File: config.mk
export PLATFORM = sky130hd
export DESIGN_NAME = sync_pulse_reset_and_offset_regs
export DESIGN_NICKNAME = d
export VERILOG_FILES = /design/src/pulse_delay.v /design/src/sync_pulse_reset_and_offset_regs.v
export VERILOG_INCLUDE_DIRS = /design/src /design/src/src
export SDC_FILE = /design/constraint.sdc
export NUM_CORES = 1
export LEC_CHECK = 0
export ABC_AREA = 1
export BUFFER_PORTS_ARGS = -buffer_cell sky130_fd_sc_hd__buf_2
export CAP_MARGIN = 20
export CORE_MARGIN = 5
export CORE_UTILIZATION = 47
export DETAILED_ROUTE_END_ITERATION = 16
export GPL_ROUTABILITY_DRIVEN = 0
export HOLD_SLACK_MARGIN = 0.03
export PLACE_DENSITY = 0.69
export SLEW_MARGIN = 40
export SYNTH_ARGS = -nofsm -noshare
export SYNTH_HDL_FRONTEND = slang
export SYNTH_HIERARCHICAL = 1
export SYNTH_SLANG_ARGS = --single-unit
File: constraint.sdc
create_clock -name clk_sys -period 1.7 [get_ports clk_sys]
set_input_delay 0.085 -clock clk_sys [delete_from_list [all_inputs] [get_ports clk_sys]]
set_output_delay 0.085 -clock clk_sys [all_outputs]
set_load 0.005 [all_outputs]
File: src/timing_pulse_regs.vh
/*
 * Register map, field positions, reset values and bus codes for the
 * frame-sync pulse reset and output offset register bank.
 * Assumes it is included by its bare name from files under src/.
 */
//
// Function
// - a fired strobe resets only pulses enabled: bit 2 ten-field-id, bit 3 audio sync
// - strobe written low-high-low in one frame; resets apply in following frame
// - software pulse reset acts independently of reference-derived resets
// - no-audio variant: audio sync reset enable reads low, software writes low
// - horizontal output timing delayed by 16-bit pixel offset; zero means none
// - vertical output timing delayed by 16-bit line offset; zero means none
`ifndef TIMING_PULSE_REGS_VH
`define TIMING_PULSE_REGS_VH

// ==========================================================
// register indexes and byte addresses (index times four)
// ==========================================================
`define IDX_PULSE_RESET_CTRL 8'h1a
`define IDX_H_OUT_OFFSET     8'h1b
`define IDX_V_OUT_OFFSET     8'h1c
`define ADDR_WIDTH           8
`define REG_WIDTH            16

// ==========================================================
// control register fields
// ==========================================================
`define BIT_SYNC_STROBE      0
`define BIT_TEN_FIELD_EN     2
`define BIT_AUDIO_SYNC_EN    3

// ==========================================================
// reset values
// ==========================================================
`define RST_CTRL_BIT         1'b0
`define RST_OFFSET           16'h0000

// ==========================================================
// bus response codes
// ==========================================================
`define RESP_OKAY            2'b00
`define RESP_SLVERR          2'b10

`endif

File: src/pulse_delay.v
/*
 * Counts a programmed number of ticks after a trigger and then emits a
 * one-cycle pulse. A zero delay passes the trigger on one cycle later.
 * Assumes trigger is a single-cycle pulse on clk_sys; tick may be a pulse or held high.
 */
`include "timing_pulse_regs.vh"

module pulse_delay
(
    input  wire        clk_sys,
    input  wire        sys_rst,
    input  wire        trigger,
    input  wire        tick,
    input  wire [15:0] delayCount,
    output reg         pulseOut
);

    // ==========================================================
    // countdown
    // ==========================================================
    reg        busy_q;
    reg [15:0] count_q;

    // a trigger during a countdown restarts it; software keeps the
    // offset below one period so this never cuts a valid delay short
    always @(posedge clk_sys)
    begin
        if (sys_rst)
        begin
            busy_q   <= 1'b0;
            count_q  <= `RST_OFFSET;
            pulseOut <= 1'b0;
        end
        else if (trigger)
        begin
            pulseOut <= (delayCount == `RST_OFFSET);
            busy_q   <= (delayCount != `RST_OFFSET);
            count_q  <= delayCount;
        end
        else if (busy_q && tick)
        begin
            count_q  <= count_q - 16'h0001;
            pulseOut <= (count_q == 16'h0001);
            busy_q   <= (count_q != 16'h0001);
        end
        else
        begin
            pulseOut <= 1'b0;
        end
    end

endmodule // pulse_delay

File: src/sync_pulse_reset_and_offset_regs.v
/*
 * Host register bank for the output timing generator: manual reset of
 * the ten-field-id and audio frame sync pulses at a frame boundary, and
 * horizontal/vertical offsets of output timing against the reference.
 * Assumes an AXI4-Lite master on clk_sys and single-cycle frame, field
 * and reference start pulses from logic on the same clock.
 */
// The AXI4-Lite interface to the registers was chosen for this implementation.
`include "timing_pulse_regs.vh"

module sync_pulse_reset_and_offset_regs
#(
    parameter HAS_AUDIO = 1
)
(
    input  wire        clk_sys,
    input  wire        sys_rst,
    // AXI4-Lite slave
    input  wire [7:0]  s_axi_awaddr,
    input  wire        s_axi_awvalid,
    output reg         s_axi_awready,
    input  wire [31:0] s_axi_wdata,
    input  wire [3:0]  s_axi_wstrb,
    input  wire        s_axi_wvalid,
    output reg         s_axi_wready,
    output reg  [1:0]  s_axi_bresp,
    output reg         s_axi_bvalid,
    input  wire        s_axi_bready,
    input  wire [7:0]  s_axi_araddr,
    input  wire        s_axi_arvalid,
    output reg         s_axi_arready,
    output reg  [31:0] s_axi_rdata,
    output reg  [1:0]  s_axi_rresp,
    output reg         s_axi_rvalid,
    input  wire        s_axi_rready,
    // timing side
    input  wire        outFrameStart,
    input  wire        outFieldStart,
    input  wire        refHStart,
    input  wire        refVStart,
    output reg         tenFieldIdPulseReset,
    output reg         audioFrameSyncPulseReset,
    output reg  [15:0] hOffsetActive,
    output reg  [15:0] vOffsetActive,
    output wire        outHStart,
    output wire        outVStart
);

    // ==========================================================
    // helpers
    // ==========================================================
    localparam [1:0] DEC_NONE = 2'd0;
    localparam [1:0] DEC_CTRL = 2'd1;
    localparam [1:0] DEC_HOFF = 2'd2;
    localparam [1:0] DEC_VOFF = 2'd3;

    // byte address is four times the register index
    function [1:0] decodeAddr;
        input [7:0] addr;
        begin
            if ({2'b00, addr} == {`IDX_PULSE_RESET_CTRL, 2'b00})
                decodeAddr = DEC_CTRL;
            else if ({2'b00, addr} == {`IDX_H_OUT_OFFSET, 2'b00})
                decodeAddr = DEC_HOFF;
            else if ({2'b00, addr} == {`IDX_V_OUT_OFFSET, 2'b00})
                decodeAddr = DEC_VOFF;
            else
                decodeAddr = DEC_NONE;
        end
    endfunction

    // merge the two low byte lanes into a 16-bit register
    function [15:0] mergeLanes;
        input [15:0] old;
        input [31:0] data;
        input [3:0]  strb;
        begin
            mergeLanes[7:0]  = strb[0] ? data[7:0]  : old[7:0];
            mergeLanes[15:8] = strb[1] ? data[15:8] : old[15:8];
        end
    endfunction

    // ==========================================================
    // registers
    // ==========================================================
    reg        syncStrobe_q;
    reg        tenFieldIdResetEnable_q;
    reg        audioFrameSyncResetEnable_q;
    reg [15:0] hOffset_q;
    reg [15:0] vOffset_q;
    reg        strobePrev_q;

    reg [7:0]  awAddr_q;
    reg [31:0] wData_q;
    reg [3:0]  wStrb_q;

    wire       doWrite;
    wire [1:0] writeSel;
    wire [15:0] ctrlMerged;
    wire [1:0] readSel;
    wire       audioBitAllowed;

    assign doWrite         = ~s_axi_awready & ~s_axi_wready & ~s_axi_bvalid;
    assign writeSel        = decodeAddr(awAddr_q);
    assign readSel         = decodeAddr(s_axi_araddr);
    assign audioBitAllowed = (HAS_AUDIO != 0);
    assign ctrlMerged      = mergeLanes({12'h000, audioFrameSyncResetEnable_q,
                                         tenFieldIdResetEnable_q, 1'b0, syncStrobe_q},
                                        wData_q, wStrb_q);

    // ==========================================================
    // write channels: address and data taken in either order
    // ==========================================================
    always @(posedge clk_sys)
    begin
        if (sys_rst)
        begin
            s_axi_awready <= 1'b1;
            s_axi_wready  <= 1'b1;
            s_axi_bvalid  <= 1'b0;
            s_axi_bresp   <= `RESP_OKAY;
            awAddr_q      <= 8'h00;
            wData_q       <= 32'h00000000;
            wStrb_q       <= 4'h0;
        end
        else
        begin
            if (s_axi_awvalid && s_axi_awready)
            begin
                awAddr_q      <= s_axi_awaddr;
                s_axi_awready <= 1'b0;
            end
            if (s_axi_wvalid && s_axi_wready)
            begin
                wData_q      <= s_axi_wdata;
                wStrb_q      <= s_axi_wstrb;
                s_axi_wready <= 1'b0;
            end
            if (doWrite)
            begin
                s_axi_bvalid <= 1'b1;
                s_axi_bresp  <= (writeSel == DEC_NONE) ? `RESP_SLVERR : `RESP_OKAY;
            end
            if (s_axi_bvalid && s_axi_bready)
            begin
                s_axi_bvalid  <= 1'b0;
                s_axi_awready <= 1'b1;
                s_axi_wready  <= 1'b1;
            end
        end
    end

    // ==========================================================
    // register storage; reserved control bits are not kept
    // ==========================================================
    always @(posedge clk_sys)
    begin
        if (sys_rst)
        begin
            syncStrobe_q                <= `RST_CTRL_BIT;
            tenFieldIdResetEnable_q     <= `RST_CTRL_BIT;
            audioFrameSyncResetEnable_q <= `RST_CTRL_BIT;
            hOffset_q                   <= `RST_OFFSET;
            vOffset_q                   <= `RST_OFFSET;
        end
        else if (doWrite)
        begin
            if (writeSel == DEC_CTRL)
            begin
                syncStrobe_q                <= ctrlMerged[`BIT_SYNC_STROBE];
                tenFieldIdResetEnable_q     <= ctrlMerged[`BIT_TEN_FIELD_EN];
                audioFrameSyncResetEnable_q <= ctrlMerged[`BIT_AUDIO_SYNC_EN]
                                               & audioBitAllowed;
            end
            else if (writeSel == DEC_HOFF)
            begin
                hOffset_q <= mergeLanes(hOffset_q, wData_q, wStrb_q);
            end
            else if (writeSel == DEC_VOFF)
            begin
                vOffset_q <= mergeLanes(vOffset_q, wData_q, wStrb_q);
            end
        end
    end

    // ==========================================================
    // read channel
    // ==========================================================
    always @(posedge clk_sys)
    begin
        if (sys_rst)
        begin
            s_axi_arready <= 1'b1;
            s_axi_rvalid  <= 1'b0;
            s_axi_rdata   <= 32'h00000000;
            s_axi_rresp   <= `RESP_OKAY;
        end
        else if (s_axi_arvalid && s_axi_arready)
        begin
            s_axi_arready <= 1'b0;
            s_axi_rvalid  <= 1'b1;
            s_axi_rresp   <= `RESP_OKAY;
            s_axi_rdata   <= 32'h00000000;
            if (readSel == DEC_CTRL)
            begin
                s_axi_rdata[`BIT_SYNC_STROBE]   <= syncStrobe_q;
                s_axi_rdata[`BIT_TEN_FIELD_EN]  <= tenFieldIdResetEnable_q;
                s_axi_rdata[`BIT_AUDIO_SYNC_EN] <= audioFrameSyncResetEnable_q;
            end
            else if (readSel == DEC_HOFF)
            begin
                s_axi_rdata[15:0] <= hOffset_q;
            end
            else if (readSel == DEC_VOFF)
            begin
                s_axi_rdata[15:0] <= vOffset_q;
            end
            else
            begin
                s_axi_rresp <= `RESP_SLVERR;
            end
        end
        else if (s_axi_rvalid && s_axi_rready)
        begin
            s_axi_rvalid  <= 1'b0;
            s_axi_arready <= 1'b1;
        end
    end

    // ==========================================================
    // strobe sequence detector
    // ==========================================================
    localparam [2:0] ST_IDLE  = 3'b001;
    localparam [2:0] ST_HIGH  = 3'b010;
    localparam [2:0] ST_ARMED = 3'b100;

    reg  [2:0] state_q;
    reg  [2:0] state_d;
    reg        fire_d;
    wire       strobeRise;
    wire       strobeFall;

    assign strobeRise = syncStrobe_q & ~strobePrev_q;
    assign strobeFall = ~syncStrobe_q & strobePrev_q;

    // a rise left high across a frame boundary is dropped: the whole
    // low-high-low pulse must sit inside one output frame
    always @*
    begin
        state_d = state_q;
        fire_d  = 1'b0;
        case (state_q)
            ST_IDLE:
            begin
                if (strobeRise)
                    state_d = ST_HIGH;
            end
            ST_HIGH:
            begin
                if (strobeFall && outFrameStart)
                begin
                    fire_d  = 1'b1;
                    state_d = ST_IDLE;
                end
                else if (outFrameStart)
                    state_d = ST_IDLE;
                else if (strobeFall)
                    state_d = ST_ARMED;
            end
            ST_ARMED:
            begin
                if (outFrameStart)
                begin
                    fire_d  = 1'b1;
                    state_d = ST_IDLE;
                end
            end
            default:
            begin
                state_d = ST_IDLE;
            end
        endcase
    end

    // the reset fires from this path alone, never from reference inputs
    always @(posedge clk_sys)
    begin
        if (sys_rst)
        begin
            state_q                  <= ST_IDLE;
            strobePrev_q             <= `RST_CTRL_BIT;
            tenFieldIdPulseReset     <= 1'b0;
            audioFrameSyncPulseReset <= 1'b0;
        end
        else
        begin
            state_q                  <= state_d;
            strobePrev_q             <= syncStrobe_q;
            tenFieldIdPulseReset     <= fire_d & tenFieldIdResetEnable_q;
            audioFrameSyncPulseReset <= fire_d & audioFrameSyncResetEnable_q;
        end
    end

    // ==========================================================
    // offsets: shadowed once per field
    // ==========================================================
    always @(posedge clk_sys)
    begin
        if (sys_rst)
        begin
            hOffsetActive <= `RST_OFFSET;
            vOffsetActive <= `RST_OFFSET;
        end
        else if (outFieldStart)
        begin
            hOffsetActive <= hOffset_q;
            vOffsetActive <= vOffset_q;
        end
    end

    // horizontal delay counts pixels, vertical counts reference lines
    pulse_delay hDelay
    (
        .clk_sys    (clk_sys),
        .sys_rst    (sys_rst),
        .trigger    (refHStart),
        .tick       (1'b1),
        .delayCount (hOffsetActive),
        .pulseOut   (outHStart)
    );

    pulse_delay vDelay
    (
        .clk_sys    (clk_sys),
        .sys_rst    (sys_rst),
        .trigger    (refVStart),
        .tick       (refHStart),
        .delayCount (vOffsetActive),
        .pulseOut   (outVStart)
    );

endmodule // sync_pulse_reset_and_offset_regs

==> key figures <==
GRT
  • Total GRT Usage: 22.3%
  • Initial antenna violation count: 0
  • Number of global-route vias before repair: 6781
  • GRT overflow: 0
  • Global-route wire length before repair: 32.9 mm
  • Largest net degree at the start of global routing: 56

Synthesis
  • Mux contribution to synthesized area: 0%
  • Seq/Total Area, Yosys: 42.3%
  • Asr flop ratio synth: 0%
  • Mapped Area: 0.00748 mm^2
  • Synth warn: 6
  • Largest family of logic cells by synthesized area: simple AND/OR/NAND/NOR gates
  • Syn_area_per_cell: 6.88 um^2
  • Synth unique cells: 33
  • Number of synthesized register bits: 158
  • Ys flop type: dfxtp_1
  • Mapped Cells: 1088
  • Compound-Gate Fraction of Synth Area: 14.6%
  • Number of flops mapped to enable cells by yosys: 0
  • Synthesized-area fraction occupied by adder cells: 0.669%
  • Simple logic cell fraction of the synthesized area: 31.5%
  • Synth Area in XOR/XNOR: 0.903%

Timing
  • Hold_ws: 53.6 ps
  • Setup TNS: 0 ps
  • Post-layout min period: 1480 ps
  • Max Freq: 0.676 GHz
  • Tightest Pin Transition: 575 ps
  • Final Slew Violations: 0
  • # setup viols final: 0
  • Clock skew: 5.81 ps
  • Final period util: 87.0%
  • Final count of hold timing violations: 0
  • Slew HR: 61.6%
  • Unrepaired setup endpoints after global routing: no
  • Final WS setup: 221 ps

Placement
  • Dpl cell area: 0.00815 mm^2
  • Port Buffers: 103
  • Detailed Place HPWL: 14.2 mm
  • Post-Place Cells: 1380
  • Pre-CTS setup slack: 259 ps

Power and ir drop
  • Clock share of power: 42.9%
  • Combinational share of power: 14.3%
  • Peak supply drop: 808 uV
  • Power Density: 1040 mW/mm^2
  • Sw Pwr: 2.54 mW
  • Pint: 6.91 mW
  • P_leak: 4.12 nW
  • Seq pwr share: 42.8%
  • Pwr Total: 9.46 mW
  • Sw frac: 26.9%

Clock tree
  • H-tree level count: 4
  • Clock Latency Late Sink: 420 ps
  • CTS tree: built
  • Sink Count: 158
  • CTS root buf: clkbuf_16
  • CTS clock-pin slew for the worst setup and hold paths: 60 ps
  • Clk buf depth: 2
  • Post CTS Setup Buffer Count: 0
  • Number of CTS-inserted buffers: 17

Critical path
  • Crit end category: flip-flop
  • Crit start category: flip-flop
  • Arr. time, crit path: 1780 ps
  • Critical path class: reg2reg
  • WP data required: 2000 ps
  • CP Max Fanout: 4

Detailed routing
  • Residual DRC: 0
  • Vias per Instance: 5.00
  • Routed vias: 7219
  • ANT nets after route: 0
  • Final WL: 20.2 mm
  • Pre-antenna DRT Iters: 5
  • WL per Instance: 14.0 um
  • Starting DRT DRC Count: 490

Die
  • Die footprint: 0.0185 mm^2
  • Die W: 136 um
  • Initial Util: 47.5%
  • I/O pin cnt: 140
  • Core area: 0.0158 mm^2
  • Die span in y: 136 um
  • Site Rows: 46

Layout
  • Non-Filler Instances: 1445
  • Layout fillers: 1542
  • Synthesis-to-layout area growth: 21.7%
  • Layout Nets: 1283
  • FF/Latch Area: 0.00316 mm^2
  • Area of the multi-input gates: 0.00364 mm^2
  • ANT cells: 0
  • Final core utilization: 57.7%
  • Post-route cell area: 0.00910 mm^2
  • Layout cell share with drive strength beyond 1: 16.5%

Flow run
  • Max Cap Viol: 0

Hold path
  • HP Class: in2reg

Run status
  • Outcome: finished clean
==> timing repair <==
item	4_1_cts	5_1_grt
resized for setup	0	0
hold endpoints to repair	34	0
setup endpoints to repair	0	0
hold buffers	33	0
==> power by group through the flow <==
stage	Clock, mW	Combinational (mW)	Sequential [mW]
after floorplan	0	0.968	4.08
after global placement	0	1.26	4.12
after detailed placement	0	1.27	4.12
after CTS	4.12	1.34	4.04
after global routing	4.27	1.54	4.07
final	4.06	1.35	4.05
==> flip-flops by register name (all words and copies together), names as in the netlist, 2 cells and up <==
name and count:
vOffsetActive 16, state_q 3, hOffsetActive 16, awAddr_q 8, wStrb_q 2, hDelay/count_q 16
vDelay/count_q 16, s_axi_rdata 16, hOffset_q 16, vOffset_q 16, wData_q 16
==> cells in the final DEF (no fill, tap or decap), types with 13 or more instances in the layout <==
| cell | count |
|---|---|
| nor2_1 | 233 |
| nand2_1 | 183 |
| dfxtp_1 | 158 |
| o21ai_0 | 110 |
| buf_2 | 103 |
| inv_1 | 101 |
| nand3_1 | 62 |
| a21oi_1 | 53 |
| dlygate4sd3_1 | 33 |
| nor3_1 | 23 |
| conb_1 | 20 |
| clkbuf_16 | 17 |
| inv_2 | 13 |
| a21oi_2 | 13 |
==> worst max-delay path: stages (launching register included) <==
cell and delay (ps):
dfxtp_1 320, inv_1 160, ha_1 200, inv_1 60
nor2_1 250, nand2_1 100, xor2_1 150, nand2_1 60
a21oi_1 60
==> cell type report <==
class / instances / share of cell area (%)
Multi-Input combinational cell: 777 / 40.0
Inverter: 115 / 4.74
Timing Repair Buffer: 147 / 10.6
Clock buffer: 20 / 4.91
Clock inverter: 12 / 2.01
Sequential cell: 158 / 34.7
Tap cell: 216 / 2.97
==> routing by layer <==
metal	track usage [%]	vias to the layer above	share of wire, %
li1	-	3714	-
met1	28.1	3295	44
met2	37.9	184	48
met3	5.48	26	6.0
met4	6.44	0	1.4
met5	0	-	0
==> worst paths after layout <==
check | cells past startpoint | slack (ps) | to | start
worst min-delay path | 3 | 50 | vDelay/count_q[2] | refVStart
worst max register to register | 8 | 220 | vDelay/count_q[6] | vDelay/count_q[0]
worst min register to register | 2 | 450 | awAddr_q[6] | awAddr_q[6]
worst max-delay path | 8 | 220 | vDelay/count_q[6] | vDelay/count_q[0]
==> kinds of logic after synthesis <==
kind of cell    Yosys count
compound gates          202
fa+ha+maj                 4
xor+xnor                  6
flops                   158
buf+inv                 171
simple gates            545
other cells               2
==> Yosys cell counts (all sizes together) (2+ instances only) <==
library cell    n  share of area (%)
nor2          251                 14
nand2         193                 10
dfxtp         158                 42
inv           114                5.7
o21ai         114                7.6
a21oi          66                5.1
nand3          65                4.5
buf            33                3.0
clkbuf         23                1.2
nor3           23                1.5
o22ai          10               0.84
nand4           9               0.75
a31oi           7               0.59
xor2            6               0.90
a22oi           4               0.40
ha              4               0.67
conb            2               0.10
nand3b          2               0.20
or2             2               0.17
Note: power is estimated with default switching activity, not from simulation.
